<file path="src/hw/i2cb_pkg.sv">
`default_nettype none
package i2cb_pkg;
    // ****************************************
    // register indices (byte address is four times the index)
    // ****************************************
    localparam logic [7:0] IDX_CONFIG  = 8'hC8;
    localparam logic [7:0] IDX_STATUS  = 8'hC9;
    localparam logic [7:0] IDX_CONTROL = 8'hD8;
    localparam logic [7:0] IDX_DATA    = 8'hD9;
    localparam logic [7:0] CONFIG_RESET = 8'h00;

    // ****************************************
    // field positions
    // ****************************************
    localparam int CFG_SLAVE_EN   = 7;
    localparam int CFG_MASTER_REQ = 6;
    localparam int CFG_CLR_TOVF   = 5;
    localparam int CFG_TIMER_RUN  = 4;
    localparam int CTL_CLR_TXA    = 7;
    localparam int CTL_IDLE       = 6;
    localparam int CTL_CLR_DATA_READY_FLAG   = 5;
    localparam int CTL_CLR_ARL    = 4;
    localparam int CTL_CLR_STR    = 3;
    localparam int CTL_CLR_STP    = 2;
    localparam int CTL_SEND_REPEAT_START_CMD       = 1;
    localparam int CTL_SEND_STOP_CMD       = 0;
    localparam int DATA_BIT       = 7;

    // ****************************************
    // timing
    // ****************************************
    localparam logic [2:0] MCYC_LAST = 3'h5;
    localparam logic [3:0] MIN_MET_COUNT = 4'h8;
    localparam logic [9:0] TMR_MAX = 10'h3FF;
    localparam logic [3:0] MT_SEL00 = 4'h5;
    localparam logic [3:0] MT_SEL01 = 4'h6;
    localparam logic [3:0] MT_SEL10 = 4'h7;
    localparam logic [3:0] MT_SEL11 = 4'h4;

    typedef enum logic [1:0] {MS_NONE, MS_START, MS_ACTIVE} i2cb_mst_t;

    typedef struct packed {
        logic       slave_enable;
        logic       master_request;
        logic       watch_timer_run;
        logic [1:0] min_time_select;
    } i2cb_cfg_t;

    typedef struct packed {
        logic       scl_m, scl_s, scl_p, sda_m, sda_s, sda_p;
        logic [2:0] div;
        logic [9:0] tmr;
        i2cb_cfg_t  cfg;
        i2cb_mst_t  mst;
        logic       data_ready_flag, arb_loss_flag, start_seen_flag, stop_seen_flag;
        logic       tovf, rx_bit, tx_bit, tx_active, busy, slave_act;
        logic       rs_pend, sp_pend, sda_lvl, scl_drv, sda_drv, ack;
        logic [7:0] rdata;
    } i2cb_state_t;
endpackage
`default_nettype wire

</file>
<file path="src/hw/i2cb_port.sv">
`default_nettype none
// Summary of operation
// RULE1: pending flags hold SCL low
// RULE2: clear-stop one clears stop flag
// RULE3: repeat start releases SDA, sets transmit
// RULE4: repeat start pulls SDA after min time
// RULE5: initial start generated on gaining mastership
// RULE6: software uses repeat start only as master
// RULE7: stop command pulls SDA low, sets transmit
// RULE8: stop releases SDA after min time
// RULE9: software clears master request before stop
// RULE10: data read gives bit7, clears flags; the code clears only the data ready flag (and transmit active)
// RULE11: data write loads bit, sets transmit
// RULE12: transmit bit reaches SDA only SCL low
// RULE13: software answers before watch timeout
// RULE14: slave enable, disable, timeout clears
// RULE15: master request, start, timeout clears
// RULE16: config bit5 clears overflow, reads zero
// RULE17: timer run bit, zero clears count
// RULE18: timing field sets min times
// RULE19: preload eight minus count on edges
// RULE20: timing field encodes count and timeout
// RULE21: run off only low bits count
// RULE22: data ready on SCL rise unless idle
// RULE23: timer steps once per six clocks
module i2cb_port
    import i2cb_pkg::*;
(
    input  wire logic        clock,
    input  wire logic        rst_n,
    input  wire logic [7:0]  address,
    input  wire logic        read,
    input  wire logic        write,
    input  wire logic [31:0] writedata,
    output logic      [31:0] readdata,
    output logic             waitrequest,
    input  wire logic        scl_i,
    output logic             scl_o,
    output logic             scl_oe,
    input  wire logic        sda_i,
    output logic             sda_o,
    output logic             sda_oe
);
    i2cb_state_t st;
    i2cb_state_t next_st;

    logic       scl_rise, scl_fall, start_det, stop_det, mcyc;
    logic       master, en, idle_slave, pend, min_met, req, acc;
    logic       wr_cfg, wr_ctl, wr_dat, rd_dat, timeout;
    logic [9:0] preload;

    function automatic logic [3:0] min_count(input logic [1:0] sel);
        logic [3:0] c;
        c = MT_SEL00;
        unique case (sel)
            2'h0: c = MT_SEL00;
            2'h1: c = MT_SEL01;
            2'h2: c = MT_SEL10;
            2'h3: c = MT_SEL11;
        endcase
        return c;
    endfunction

    // ****************************************
    // decode
    // ****************************************
    assign scl_rise   = st.scl_s & ~st.scl_p;
    assign scl_fall   = ~st.scl_s & st.scl_p;
    assign start_det  = st.scl_s & st.scl_p & st.sda_p & ~st.sda_s;
    assign stop_det   = st.scl_s & st.scl_p & ~st.sda_p & st.sda_s;
    assign mcyc       = (st.div == MCYC_LAST);
    assign master     = (st.mst != MS_NONE);
    assign en         = st.cfg.slave_enable | st.cfg.master_request | master; // [RULE14]
    assign idle_slave = ~master & ~st.slave_act;
    assign pend       = st.data_ready_flag | st.arb_loss_flag | st.start_seen_flag
                        | st.stop_seen_flag;
    assign min_met    = (st.tmr >= {6'h00, MIN_MET_COUNT});
    assign preload    = {6'h00, MIN_MET_COUNT - min_count(st.cfg.min_time_select)}; // [RULE19] [RULE20]
    assign req        = read | write;
    assign acc        = req & st.ack;
    assign wr_cfg     = acc & write & (address == IDX_CONFIG);
    assign wr_ctl     = acc & write & (address == IDX_CONTROL);
    assign wr_dat     = acc & write & (address == IDX_DATA);
    assign rd_dat     = acc & read & (address == IDX_DATA);
    // the timeout window comes from the preload (3, 2, 1 or 4 by min_time_select) counting up to 1023
    assign timeout    = en & st.cfg.watch_timer_run & (master | st.busy) & mcyc
                        & (st.tmr == TMR_MAX); // [RULE20]

    assign waitrequest = req & ~st.ack;
    assign readdata    = {24'h000000, st.rdata};
    assign scl_o       = 1'b0;
    assign sda_o       = 1'b0;
    assign scl_oe      = st.scl_drv;
    assign sda_oe      = st.sda_drv;

    always_comb begin
        next_st = st;
        // two-stage synchronisers; the second stage and a third, delayed stage feed logic
        next_st.scl_m = scl_i;
        next_st.scl_s = st.scl_m;
        next_st.scl_p = st.scl_s;
        next_st.sda_m = sda_i;
        next_st.sda_s = st.sda_m;
        next_st.sda_p = st.sda_s;
        next_st.div   = mcyc ? 3'h0 : st.div + 3'h1; // [RULE23]

        // ****************************************
        // bus slave: one wait cycle, then answer
        // ****************************************
        next_st.ack = req & ~st.ack;
        if (req & ~st.ack) begin
            case (address)
                IDX_CONFIG:  next_st.rdata = {st.cfg.slave_enable, st.cfg.master_request, 1'b0,
                                              st.cfg.watch_timer_run, 2'h0,
                                              st.cfg.min_time_select}; // [RULE16]
                IDX_STATUS:  next_st.rdata = {master, st.tovf, st.busy, st.tx_active, 4'h0};
                IDX_CONTROL: next_st.rdata = {st.rx_bit, pend, st.data_ready_flag,
                                              st.arb_loss_flag, st.start_seen_flag,
                                              st.stop_seen_flag, master, 1'b0};
                IDX_DATA:    next_st.rdata = {st.rx_bit, 7'h00}; // [RULE10]
                default:     next_st.rdata = 8'h00;
            endcase
        end
        if (wr_cfg) begin
            next_st.cfg.slave_enable    = writedata[CFG_SLAVE_EN]; // [RULE14]
            next_st.cfg.master_request  = writedata[CFG_MASTER_REQ]; // [RULE15]
            next_st.cfg.watch_timer_run = writedata[CFG_TIMER_RUN];
            next_st.cfg.min_time_select = writedata[1:0]; // [RULE18]
            if (writedata[CFG_CLR_TOVF]) begin
                next_st.tovf = 1'b0; // [RULE16]
            end
        end
        if (wr_ctl) begin
            if (writedata[CTL_CLR_TXA])  next_st.tx_active       = 1'b0;
            if (writedata[CTL_IDLE])     next_st.slave_act       = 1'b0;
            if (writedata[CTL_CLR_DATA_READY_FLAG]) next_st.data_ready_flag = 1'b0;
            if (writedata[CTL_CLR_ARL])  next_st.arb_loss_flag   = 1'b0;
            if (writedata[CTL_CLR_STR])  next_st.start_seen_flag = 1'b0;
            if (writedata[CTL_CLR_STP])  next_st.stop_seen_flag  = 1'b0; // [RULE2]
            if (writedata[CTL_SEND_REPEAT_START_CMD] & writedata[CTL_CLR_DATA_READY_FLAG]) begin
                next_st.tx_bit    = 1'b1; // [RULE3]
                next_st.tx_active = 1'b1;
                next_st.rs_pend   = 1'b1;
            end
            if (writedata[CTL_SEND_STOP_CMD] & writedata[CTL_CLR_DATA_READY_FLAG]) begin
                next_st.tx_bit    = 1'b0; // [RULE7]
                next_st.tx_active = 1'b1;
                next_st.sp_pend   = 1'b1;
            end
        end
        if (wr_dat) begin
            next_st.tx_bit          = writedata[DATA_BIT]; // [RULE11]
            next_st.data_ready_flag = 1'b0;
            next_st.tx_active       = 1'b1;
        end
        if (rd_dat) begin
            next_st.data_ready_flag = 1'b0; // [RULE10]
            next_st.tx_active       = 1'b0;
        end
        // a bit written early, while SCL is still high, waits for the low phase
        if (~st.scl_s) begin
            next_st.sda_lvl = next_st.tx_bit; // [RULE12]
        end

        // ****************************************
        // watch timer
        // ****************************************
        if (~st.cfg.watch_timer_run & ~en) begin
            next_st.tmr = 10'h000;
        end else if (mcyc & ((st.cfg.watch_timer_run & (master | st.busy)) | ~min_met)) begin
            next_st.tmr = st.tmr + 10'h001; // [RULE21] [RULE23]
        end
        if (en & (scl_rise | scl_fall | start_det | stop_det)) begin
            next_st.tmr = preload; // [RULE19]
        end
        if (wr_cfg & ~writedata[CFG_TIMER_RUN]) begin
            next_st.tmr = 10'h000; // [RULE17]
        end

        // ****************************************
        // bit level events; hardware sets win over software clears
        // ****************************************
        if (scl_rise) begin
            next_st.rx_bit = st.sda_s;
        end
        if (en & scl_rise) begin
            if (~idle_slave) begin
                next_st.data_ready_flag = 1'b1; // [RULE22]
            end
            if (st.tx_active & st.sda_lvl & ~st.sda_s) begin
                next_st.arb_loss_flag = 1'b1;
                next_st.tx_active     = 1'b0;
                next_st.mst           = MS_NONE;
                next_st.rs_pend       = 1'b0;
                next_st.sp_pend       = 1'b0;
            end
        end
        if (master & st.scl_s & ~scl_rise & min_met) begin
            // fresh min time: no SCL drop right after a generated start or stop
            if (st.rs_pend | st.sp_pend) next_st.tmr = preload; // [RULE18]
            if (st.rs_pend) begin
                next_st.sda_lvl = 1'b0; // [RULE4]
                next_st.tx_bit  = 1'b0;
                next_st.rs_pend = 1'b0;
            end
            if (st.sp_pend) begin
                next_st.sda_lvl = 1'b1; // [RULE8]
                next_st.tx_bit  = 1'b1;
                next_st.sp_pend = 1'b0;
            end
        end
        if (start_det) begin
            next_st.busy = 1'b1;
        end
        if (en & start_det) begin
            if ((st.mst == MS_ACTIVE) | st.slave_act) begin
                next_st.start_seen_flag = 1'b1;
            end
            if (st.mst == MS_START) begin
                next_st.mst             = MS_ACTIVE;
                next_st.data_ready_flag = 1'b1; // [RULE15]
            end else if (~master & st.cfg.slave_enable) begin
                next_st.slave_act = 1'b1;
            end
        end
        if (stop_det) begin
            next_st.busy = 1'b0;
        end
        if (en & stop_det) begin
            if (master | st.slave_act) begin
                next_st.stop_seen_flag = 1'b1;
            end
            next_st.slave_act = 1'b0;
            next_st.mst       = MS_NONE;
            next_st.tx_active = 1'b0;
        end

        // ****************************************
        // mastership and the initial start
        // ****************************************
        if (st.cfg.master_request & ~master & ~st.busy & st.scl_s & st.sda_s) begin
            next_st.mst = MS_START; // [RULE15]
            next_st.tmr = preload;
        end
        if ((st.mst == MS_START) & min_met) begin
            next_st.sda_lvl   = 1'b0; // [RULE5]
            next_st.tx_bit    = 1'b0;
            next_st.tx_active = 1'b1;
        end

        // ****************************************
        // SCL drive: master clocking and stretching
        // ****************************************
        if (~en) begin
            next_st.scl_drv = 1'b0;
        end else if (scl_fall & ~idle_slave) begin
            next_st.scl_drv = 1'b1; // [RULE1]
        end else if ((st.mst == MS_ACTIVE) & st.scl_s & ~scl_rise & min_met
                     & ~st.rs_pend & ~st.sp_pend) begin
            next_st.scl_drv = 1'b1; // [RULE18]
        end else if (st.scl_drv & ~st.scl_s & ~scl_fall & ~pend & (min_met | ~master)) begin
            next_st.scl_drv = 1'b0; // [RULE1]
        end

        // a hung bus drops enables, mastership, busy and line drives back to idle; the status flags are kept
        if (timeout) begin
            next_st.tovf               = 1'b1;
            next_st.cfg.slave_enable   = 1'b0; // [RULE14]
            next_st.cfg.master_request = 1'b0; // [RULE15]
            next_st.mst                = MS_NONE;
            next_st.busy               = 1'b0;
            next_st.slave_act          = 1'b0;
            next_st.scl_drv            = 1'b0;
            next_st.tx_active          = 1'b0;
            next_st.rs_pend            = 1'b0;
            next_st.sp_pend            = 1'b0;
            next_st.tmr                = 10'h000;
        end
        next_st.sda_drv = en & next_st.tx_active & ~next_st.sda_lvl;
    end

    always_ff @(posedge clock or negedge rst_n) begin
        if (!rst_n) begin
            st         <= '0;
            st.scl_m   <= 1'b1;
            st.scl_s   <= 1'b1;
            st.scl_p   <= 1'b1;
            st.sda_m   <= 1'b1;
            st.sda_s   <= 1'b1;
            st.sda_p   <= 1'b1;
            st.sda_lvl <= 1'b1;
            st.tx_bit  <= 1'b1;
            st.mst     <= MS_NONE;
        end else begin
            st <= next_st;
        end
    end

    // ****************************************
    // checks
    // ****************************************
    a_scl_stretch_hold: assert property (@(posedge clock) disable iff (!rst_n) // [RULE1]
        (st.scl_drv && !st.scl_s && pend && en) |=> (st.scl_drv || st.tovf))
        else $error("scl released while flags pending");
    a_clear_stop_bit: assert property (@(posedge clock) disable iff (!rst_n) // [RULE2]
        (wr_ctl && writedata[CTL_CLR_STP] && !stop_det) |=> !st.stop_seen_flag)
        else $error("stop flag not cleared");
    a_repeat_start_cmd: assert property (@(posedge clock) disable iff (!rst_n) // [RULE3]
        (wr_ctl && writedata[CTL_SEND_REPEAT_START_CMD] && writedata[CTL_CLR_DATA_READY_FLAG] && !writedata[CTL_SEND_STOP_CMD]
         && !timeout) |=> (st.tx_active && st.tx_bit && st.rs_pend))
        else $error("repeat start not armed");
    a_stop_cmd_arm: assert property (@(posedge clock) disable iff (!rst_n) // [RULE7]
        (wr_ctl && writedata[CTL_SEND_STOP_CMD] && writedata[CTL_CLR_DATA_READY_FLAG] && !writedata[CTL_SEND_REPEAT_START_CMD]
         && !timeout) |=> (st.tx_active && !st.tx_bit && st.sp_pend))
        else $error("stop not armed");
    a_data_read_clear: assert property (@(posedge clock) disable iff (!rst_n) // [RULE10]
        (rd_dat && !(en && scl_rise) && !(en && start_det))
        |-> (readdata == {24'h000000, $past(st.rx_bit), 7'h00}) ##1 !st.data_ready_flag)
        else $error("data read wrong");
    a_sda_high_change: assert property (@(posedge clock) disable iff (!rst_n) // [RULE12]
        ($changed(st.sda_lvl) && $past(st.scl_s) && $past(st.mst) != MS_NONE)
        |-> ($past(st.rs_pend) || $past(st.sp_pend) || $past(st.mst) == MS_START))
        else $error("sda moved while scl high");
    a_ready_on_rise: assert property (@(posedge clock) disable iff (!rst_n) // [RULE22]
        (en && scl_rise && !idle_slave) |=> st.data_ready_flag)
        else $error("data ready not set");
    a_timer_preload: assert property (@(posedge clock) disable iff (!rst_n) // [RULE19]
        (en && scl_fall && !wr_cfg && !timeout) |=> (st.tmr == $past(preload)))
        else $error("timer preload wrong");
    a_timeout_clears: assert property (@(posedge clock) disable iff (!rst_n) // [RULE14]
        timeout |=> (!st.cfg.slave_enable && !st.cfg.master_request && st.tovf
                     && st.mst == MS_NONE))
        else $error("timeout did not clear enables");
    a_timer_step: assert property (@(posedge clock) disable iff (!rst_n) // [RULE23]
        (st.tmr != $past(st.tmr) && !$past(scl_rise) && !$past(scl_fall)
         && !$past(start_det) && !$past(stop_det) && st.tmr != 10'h000
         && $past(st.mst) == st.mst && $past(st.rs_pend) == st.rs_pend
         && $past(st.sp_pend) == st.sp_pend) |-> $past(mcyc))
        else $error("timer stepped off machine cycle");
endmodule
`default_nettype wire

</file>
<file path="config.mk">
export PLATFORM = sky130hd
export DESIGN_NAME = i2cb_port
export DESIGN_NICKNAME = d
export VERILOG_FILES = /design/src/hw/i2cb_pkg.sv /design/src/hw/i2cb_port.sv
export SDC_FILE = /design/constraint.sdc
export NUM_CORES = 1
export LEC_CHECK = 0
export ABC_AREA = 1
export BUFFER_PORTS_ARGS = -buffer_cell sky130_fd_sc_hd__buf_2
export CORE_MARGIN = 3
export CORE_UTILIZATION = 53
export DETAILED_ROUTE_END_ITERATION = 6
export GPL_ROUTABILITY_DRIVEN = 1
export PLACE_DENSITY = 0.81
export SYNTH_ARGS = -nofsm -noshare
export SYNTH_HDL_FRONTEND = slang
export SYNTH_SLANG_ARGS = --single-unit
</file>
<file path="constraint.sdc">
create_clock -name clock -period 2.05 [get_ports clock]
set_input_delay 0.205 -clock clock [delete_from_list [all_inputs] [get_ports clock]]
set_output_delay 0.205 -clock clock [all_outputs]
set_load 0.03 [all_outputs]
</file>
==> impl_results.md, run 1 <==
- Max clock buf depth: 2
- 1st-pass router iterations: 6
- Fin Setup TNS: 0 ps
- Clk_lat worst skew: around 300 ps
- RD Place Congestion: between 0.8 and 0.9
- TritonCTS buffer count: 5
- WL per Instance: 12.4 um
- Reg clk slew, reported paths: ~80 ps
- # fillers: 501
- Area share of the largest cell type after synthesis: 0.344
- CP max FO: 4
- Worst setup SP type: flop
- Initial drt markers: 126
- Largest net degree at the start of global routing: a little over 50
- Max Slew Vio Count: 0
- CP Buf/Inv Count: 3
- F_max: ~540 MHz
- Hold Violations, Final: 0
- Slew headroom: 0.588
- Hold Path Class: input port to async pin
- Post-DP HPWL: about 5000 um
- Core Region: between 0.005 and 0.006 mm2
- Peak VDD IR: approximately 0.5 mV
- Multi-input gate area: 0.00137 mm2
- Worst path cell trace: inv_1, ha_1, nor3_2, o211ai_1, nand2_1, inv_1, nand2_1, nand2_1, nand2_1, inv_1, nor2_1
- RSZ-0062 raised after global routing: false
- Worst Max-Slew Pin Slew: ~620 ps
- Commonest non-fill, non-tap cell in the layout: nand2_1
- Synthesized flop and latch total: 50
- Gate Count Post-Synth: slightly above 400
- Post-CTS Setup Bufs: 0
- Pleak: 1.82 nW
- Crit path required time: 2280 ps
- Rows: 27
- GRT Overall Usage: 0.209
- Vias in the first global route: approximately 2.4k
- Layout Utilization: 0.588
- Clk root buf: clkbuf_8
- DRC: 0
- Status: complete, no violations
- Number of I/O port buffers: 32
- ANT nets after route: 0
- Top cell by count, worst path: nand2_1
- Sink Count: 50
- CP top delay family: simple AND/OR/NAND/NOR gates
- First-pass GRT wire length: ~11,000 um
- Initial antenna violation count: 0
- # IOs: a little over 80
- Synth top area cells: dfrtp_1 34%, nand2_1 12%, buf_4 8.4%, inv_1 8.1%, dfstp_2 6.9%
- CP peak stage delay: ~550 ps
- Synth cell types: 32
- Initial Utilization: 0.551
- Period minus WS final: between 1500 and 2000 ps
- Max H-tree Level: 2
- Layout overhead on the synthesized area: 6.63%
- Vias: 2,534
- Synth Cell Area: ~0.0031 mm2
- Die height: slightly above 80 um
- Fin crit share: 0.906
- Syn Area/Cell: around 7.5 um2
- Global route overflow: 0
- Register area: 0.00126 mm2
- Setup violators final: 0
- Cell Pwr Density: ~660 mW/mm2
- Die area: 0.00671 mm2
- Layout cells sized above 1: 0.143
- Fin nets: ~500
- WL final: 6400 um
- Commonest cells after routing, fill and taps aside: 96 x nand2_1, 66 x inv_1, 44 x nor2_1
- RR Startpoint: st[47]
- CP max stage cell: dfstp_2
- Width of the die: between 80 and 90 um
- CTS tree: done
- Max Cap Viol: 0
- Crit path capture type: flop
- WP data arrival: about 2100 ps
- Worst Path Class, Setup: flop to flop
- Worst Setup SP: st[47]
- Cell taking the most area after synthesis: dfrtp_1
- N_diodes: 0
- Vias/cell: 4.93
- Seq/Total Area, Yosys: 0.413
- R2R Setup Slk: about 190 ps
- Syn. warnings: 0
- Clk_skew: about 4.0 ps
==> metal layers <==
metal  up-vias  global-route usage  wire length (um)
li1       1285                   -                 -
met1      1148               0.266              2820
met2        88               0.351              3050
met3        13              0.0417               409
met4         0              0.0781               114
met5         -                   0                 0
==> cell usage after synthesis, drive strengths merged <==
cell type	instances
nand4	7
a31oi	3
o221ai	1
inv	69
nand2	97
buf	34
xnor2	3
xor2	3
o211ai	2
o2111a	1
o22ai	3
nor2	49
o21ai	27
dfstp	8
nor3	7
a21oi	14
dfrtp	42
clkbuf	1
conb	1
a211oi	1
nand3	25
o31ai	2
ha	8
==> stage by stage <==
step / power, mW / instance area [um2] / instances / hold WS (ps) / setup slack [ps]
2_1_floorplan: 1.51 / 3150 / 433 / -90.6 / 408
3_3_place_gp: 1.61 / 3160 / 504 / 310 / 271
3_5_place_dp: 1.62 / 3160 / 504 / 312 / 229
4_1_cts: 2.17 / 3260 / 514 / 21.7 / 206
5_1_grt: 2.29 / 3260 / 514 / 42.3 / 3.80
6_report: 2.15 / 3260 / 514 / 9.78 / 193
==> what timing repair did <==
item / CTS / global route
hold buffers: 2 / 0
hold endpoints to repair: 2 / 0
gates resized for setup: 0 / 1
setup endpoints to repair: 0 / 1
==> cells by family (layout without fill, tap and decap cells) <==
| kind of cell | Yosys count | in the layout | share of synthesized area |
|---|---|---|---|
| and+or+nand+nor | 185 | 185 | 0.265 |
| buffers and inverters | 104 | 113 | 0.170 |
| AOI/OAI and AO/OA | 54 | 54 | 0.102 |
| DFF | 50 | 50 | 0.413 |
| adders and majority gates | 8 | 8 | 0.0328 |
| xor gates and xnor gates | 6 | 6 | 0.0172 |
| other | 1 | 26 | 0.00123 |
==> registers in the layout, indices dropped and copies added, names as in the netlist <==
name / count
scl_oe: 1
next_st: 4
readdata: 8
st: 36
sda_oe: 1
==> worst paths after layout <==
kind	end	cells after the start
worst min-delay path	readdata[1]	2
worst max-delay path	st[33]	11
min in group clock	st[27]	3
worst min register to register	next_st[44]	0
max in group asynchronous	st[24]	2
worst max register to register	st[33]	11
==> area by class of cell <==
class / instances / area share
Tap cell: 72 / 0.0276
Clock buffer: 8 / 0.0246
Multi-Input combinational cell: 279 / 0.421
Timing Repair Buffer: 36 / 0.0599
Inverter: 69 / 0.0795
Sequential cell: 50 / 0.387
==> power by group <==
part           leakage, nW  internal (mW)  switching (mW)  total [mW]
logic                 1.16          0.142           0.350       0.492
clock network       0.0395          0.243           0.299       0.542
registers            0.617           1.06          0.0573        1.11
Note: power is estimated with default switching activity, not from simulation.
==> run 2, diff against run 1 <==
==> constraint.sdc (replaced) <==
create_clock -name clock -period 2.05 [get_ports clock]
set_input_delay 0.41 -clock clock [delete_from_list [all_inputs] [get_ports clock]]
set_output_delay 0.41 -clock clock [all_outputs]
set_load 0.03 [all_outputs]
==> run 2 against run 1 <==
Count of clock-buffer cells in the layout down 2. Clock skew up 11 ps. Sequential cell count unchanged. Worst setup slack worse by 0.64 ps. Largest power group unchanged.
==> impl_results.md, run 2 (synthesis results as in run 1) <==
- Status: complete, no violations
- RD Place Congestion: 0.961 (+13%)
- Initial drt markers: 176 (+40%)
- Hold buffers post-CTS: 0 (-2)
- Fin nets: 494 (-0.20%)
- Slew headroom: 0.665 (+0.0770)
- Die area: 0.00671 mm2 (unchanged)
- Core Region: 0.00554 mm2 (unchanged)
- CP peak stage delay: 550 ps (about the same)
- 1st-pass router iterations: 4 (-2)
- Cts repair resizes: 0 (unchanged)
- ANT nets after route: 0 (unchanged)
- CP max stage cell: dfstp_2
- RSZ-0062 raised after global routing: false
- Clk_lat worst skew: 310 ps (about the same)
- Max clock buf depth: 2 (unchanged)
- Clk_skew: 14.7 ps (+10.8 ps)
- Largest register by flop count: st
- F_max: 538 MHz (about the same)
- Crit path capture type: flop
- CTS tree: done
- Worst setup SP type: flop
- Period minus WS final: 1860 ps (+0.639 ps)
- Number of I/O port buffers: 32 (unchanged)
- Post-CTS Setup Bufs: 0 (unchanged)
- Vias: 2,543 (+0.36%)
- Clk root buf: clkbuf_8
- Vias in the first global route: 2,436 (+0.21%)
- Max H-tree Level: 2 (unchanged)
- Initial antenna violation count: 0 (unchanged)
- WL per Instance: 12.7 um (+2.4%)
- Peak VDD IR: 0.352 mV (-32%)
- # fillers: 544 (+8.6%)
- Commonest cells after routing, fill and taps aside: 96 x nand2_1, 66 x inv_1, 45 x nor2_1
- Post-DP HPWL: 5200 um (+4.1%)
- Hold Path Class: input port to async pin
- Max Cap Viol: 0 (unchanged)
- Hold WS: 49.3 ps (+39.6 ps)
- Top cell by count, worst path: nand2_1
- Pleak: 1.82 nW (+0.17%)
- Worst Path Class, Setup: flop to flop
- CP max FO: 4 (unchanged)
- TritonCTS buffer count: 5 (unchanged)
- GRT Overall Usage: 0.214 (+0.00534)
- Sink Count: 50 (unchanged)
- Reg clk slew, reported paths: 100 ps (+20 ps)
- Initial Utilization: 0.551 (unchanged)
- CP Buf/Inv Count: 3 (unchanged)
- Layout overhead on the synthesized area: 6.63% (unchanged)
- Power, Total: 2.21 mW (+2.7%)
- First-pass GRT wire length: 11,100 um (+2.2%)
- Rows: 27 (unchanged)
- Worst path cell trace: inv_1, ha_1, nor3_2, o211ai_1, nand2_1, inv_1, nand2_1, nand2_1, nand2_1, inv_1, nor2_1
- Fin crit share: 0.906 (about the same)
- Worst Max-Slew Pin Slew: 503 ps (-115 ps)
- N_diodes: 0 (unchanged)
- WP data arrival: 2110 ps (+20 ps)
- Max FFs per register: 36 (unchanged)
- Die height: 81.9 um (unchanged)
- Global route overflow: 0 (unchanged)
- Commonest non-fill, non-tap cell in the layout: nand2_1
- Layout cells sized above 1: 0.150 (+0.00713)
- WL final: 6540 um (+2.2%)
- Vias/cell: 4.96 (+0.55%)
- Setup violators final: 0 (unchanged)
- Largest net degree at the start of global routing: 23 (-55%)
- Width of the die: 81.9 um (unchanged)
- Max Slew Vio Count: 0 (unchanged)
- # IOs: 83 (unchanged)
- Fin Setup TNS: 0 ps (unchanged)
- CP top delay family: simple AND/OR/NAND/NOR gates
- DRC: 0 (unchanged)
- Cell Pwr Density: 677 mW/mm2 (+2.7%)
- Hold Violations, Final: 0 (unchanged)
- Crit path required time: 2300 ps (+20 ps)
[run 2: changes by cell type in the layout (fill, tap and decap cells not counted)]
cell           delta
clkbuf_1          -3
nor2_1            +1
clkbuf_8          +1
dlygate4sd3_1     -2
clkinvlp_4        +1
nor2_2            -1
clkinv_2          +1
buf_4             +1
[run 2: path summary, 6_finish.rpt]
kind | start | end | slack (ps) | depth (start not counted)
max | st[47] | st[33] | 190 | 11
min | rst_n | readdata[5] | 50 | 1
max reg2reg | st[47] | st[33] | 190 | 11
min reg2reg | next_st[45] | next_st[44] | 360 | 0
max in group asynchronous | rst_n | next_st[47] | 1320 | 2
min in group clock | sda_i | next_st[45] | 200 | 1
[run 2: layer usage]
layer  routed length [um]  up-vias  track usage
li1                     -     1287            -
met1                 2840     1165        0.270
met2                 3260       85        0.377
met3                  379        6       0.0384
met4                   52        0       0.0565
met5                    0        -            0
[run 2: power breakdown]
group	total, mW	internal, mW	switching [mW]
sequential	1.11	1.06	0.0582
clock	0.601	0.272	0.329
combinational	0.491	0.140	0.351
[run 2: through the flow]
step	utilization	instances	cell area, um2	setup WS (ps)
2_1_floorplan	-	433	3150	408
3_3_place_gp	0.571	505	3160	224
3_5_place_dp	0.571	505	3160	196
4_1_cts	0.588	513	3260	213
5_1_grt	0.588	513	3260	22.3
6_report	0.588	513	3260	192
[run 2: final cells by class]
| class | count | area, um2 | share of cell area |
|---|---|---|---|
| Clock inverter | 2 | 12.5 | 0.00384 |
| Inverter | 69 | 259 | 0.0795 |
| Tap cell | 72 | 90.1 | 0.0276 |
| Sequential cell | 50 | 1260 | 0.387 |
| Timing Repair Buffer | 35 | 183 | 0.0561 |
| Clock buffer | 6 | 82.6 | 0.0253 |
| Multi-Input combinational cell | 279 | 1370 | 0.421 |
==> run 3, diff against run 2 <==
--- a/config.mk
+++ b/config.mk
@@ -8,10 +8,12 @@
 export ABC_AREA = 1
 export BUFFER_PORTS_ARGS = -buffer_cell sky130_fd_sc_hd__buf_2
 export CORE_MARGIN = 3
-export CORE_UTILIZATION = 53
+export CORE_UTILIZATION = 55
+export CTS_BUF_LIST = sky130_fd_sc_hd__clkbuf_4
+export CTS_CLUSTER_DIAMETER = 150
 export DETAILED_ROUTE_END_ITERATION = 6
 export GPL_ROUTABILITY_DRIVEN = 1
-export PLACE_DENSITY = 0.81
+export PLACE_DENSITY = 0.83
 export SYNTH_ARGS = -nofsm -noshare
 export SYNTH_HDL_FRONTEND = slang
 export SYNTH_SLANG_ARGS = --single-unit
==> run 3 against run 2 <==
Sequential share of layout area rose by 0.41 points. First-iteration DRC count is 27% lower. Final cell count shrank 0.19%. Utilization up 2.8 points. Count of clock-buffer cells in the layout is the same. Clock power fell by 27%. Fmax decreased by 1.3%. Combinational power is essentially flat. Clock skew shrank 3.3 ps. Worst hold slack improved by 79 ps. Power is 7.4% lower. Sequential cell count stayed put. Largest power group unchanged. Highest routed layer unchanged.
==> impl_results.md, run 3 (synthesis results as in run 1) <==
- Number of I/O port buffers: 32 (unchanged)
- Final setup margin: 168 ps (-24.2 ps)
- Rows: 26 (-3.7%)
- Cell Pwr Density: 633 mW/mm2 (-6.5%)
- ANT nets after route: 0 (unchanged)
- N_diodes: 0 (unchanged)
- Die area: 0.00649 mm2 (-3.4%)
- Fin Setup TNS: 0 ps (unchanged)
- Hold buffers post-CTS: 0 (unchanged)
- WP data arrival: 2150 ps (+40 ps)
- Largest net degree at the start of global routing: 51 (+120%)
- Vias: 2,587 (+1.7%)
- GRT Overall Usage: 0.206 (-0.00839)
- Fin crit share: 0.918 (+0.0118)
- Die height: 80.5 um (-1.7%)
- WL per Instance: 12.4 um (-2.7%)
- Pleak: 1.81 nW (-0.53%)
- CP max FO: 4 (unchanged)
- Vias in the first global route: 2,369 (-2.8%)
- Core Region: 0.00524 mm2 (-5.5%)
- Setup violators final: 0 (unchanged)
- Commonest non-fill, non-tap cell in the layout: nand2_1
- Worst Max-Slew Pin Slew: 624 ps (+122 ps)
- 1st-pass router iterations: 5 (+1)
- Peak VDD IR: 0.326 mV (-7.3%)
- Fin nets: 495 (+0.20%)
- Initial drt markers: 128 (-27%)
- DRC: 0 (unchanged)
- Finished Cell Area: 0.00322 mm2 (-1.0%)
- Period minus WS final: 1880 ps (+24.2 ps)
- Layout cells sized above 1: 0.152 (+0.00192)
- Max Slew Vio Count: 0 (unchanged)
- # IOs: 83 (unchanged)
- Vias/cell: 5.05 (+1.9%)
- Max Cap Viol: 0 (unchanged)
- CP max stage cell: dfstp_2
- CP top delay family: flip-flops
- CTS tree: done
- RD Place Congestion: 0.897 (-6.6%)
- Largest register by flop count: st
- Register area: 0.00126 mm2 (unchanged)
- Worst path cell trace: inv_1, ha_1, nor3_2, o211ai_1, buf_4, o21ai_2, nand2_1, o211ai_1, nor2_1
- Max H-tree Level: 2 (unchanged)
- Hold WS: 128 ps (+78.6 ps)
- Global route overflow: 0 (unchanged)
- Worst Path Class, Setup: flop to flop
- Reg clk slew, reported paths: 130 ps (+30 ps)
- Multi-input gate area: 0.00137 mm2 (+0.18%)
- Crit path required time: 2320 ps (+20 ps)
- First-pass GRT wire length: 10,400 um (-5.9%)
- Hold Violations, Final: 0 (unchanged)
- Post-DP HPWL: 4890 um (-6.0%)
- Pre-CTS WS: 168 ps (-28.2 ps)
- RSZ-0062 raised after global routing: false
- # fillers: 482 (-11%)
- CP peak stage delay: 580 ps (+30 ps)
- Clk_lat worst skew: 360 ps (+50 ps)
- Commonest cells after routing, fill and taps aside: 96 x nand2_1, 66 x inv_1, 44 x nor2_1
- Placed instance count: 502 (-0.59%)
- Top cell by count, worst path: o211ai_1
- Sink Count: 50 (unchanged)
- Width of the die: 80.5 um (-1.7%)
- TritonCTS buffer count: 5 (unchanged)
- Initial antenna violation count: 0 (unchanged)
- Non-Filler Instances: 512 (-0.19%)
- F_max: 531 MHz (-1.3%)
- WL final: 6350 um (-2.8%)
- Crit path capture type: flop
- Status: complete, no violations
- Worst setup SP type: flop
- Post-DP Area: 0.00315 mm2 (-0.32%)
- CP Buf/Inv Count: 2 (-1)
- Slew headroom: 0.584 (-0.0812)
- Initial Utilization: 0.583 (+0.0319)
- Hold Path Class: input port to async pin
- Max FFs per register: 36 (unchanged)
- Clk root buf: clkbuf_4
- Max clock buf depth: 2 (unchanged)
- Clk_skew: 11.4 ps (-3.31 ps)
- Layout overhead on the synthesized area: 5.53%
## run 3: per-stage QoR
stage          total power [mW]   util
3_3_place_gp               1.60  0.602
6_report                   2.04  0.616
2_1_floorplan              1.51      -
5_1_grt                    2.17  0.616
4_1_cts                    2.06  0.612
3_5_place_dp               1.62  0.602
## run 3: per-layer routing
metal	vias up	track usage	part of all wire
met4	0	0.0709	0.018
met5	-	0	0
li1	1289	-	-
met2	120	0.351	0.48
met3	13	0.0437	0.070
met1	1165	0.258	0.44
## run 3: worst paths after layout
kind	start	to	slack (ps)	cells past startpoint
worst max-delay path	st[47]	st[33]	170	9
worst min-delay path	rst_n	st[27]	130	2
worst max register to register	st[47]	st[33]	170	9
worst min register to register	next_st[45]	next_st[44]	370	0
max in group asynchronous	rst_n	scl_oe	1500	2
min in group clock	sda_i	next_st[45]	130	1
## run 3: worst register-to-register path: stages, from the launching register on
cell and delay [ps]:
dfstp_2 580, inv_1 50, ha_1 240, nor3_2 230, o211ai_1 180, buf_4 170
o21ai_2 100, nand2_1 90, o211ai_1 100, nor2_1 60
## run 3: layout make-up
type                    instances  area share
multi-input cells             279       0.426
flip-flops and latches         50       0.391
inverters                      69      0.0803
repair buffers                 36      0.0590
well taps                      70      0.0272
clock buffers                   6      0.0140
clock inverters                 2     0.00272
## run 3: repair_timing
item	in CTS	in global routing
setup buffers	0	2
resized for setup	0	1
setup endpoints to repair	0	1
## run 3: power breakdown
group / internal [mW] / switching [mW]
combinational: 0.139 / 0.352
clock: 0.143 / 0.297
sequential: 1.06 / 0.0548
total: 1.34 / 0.704
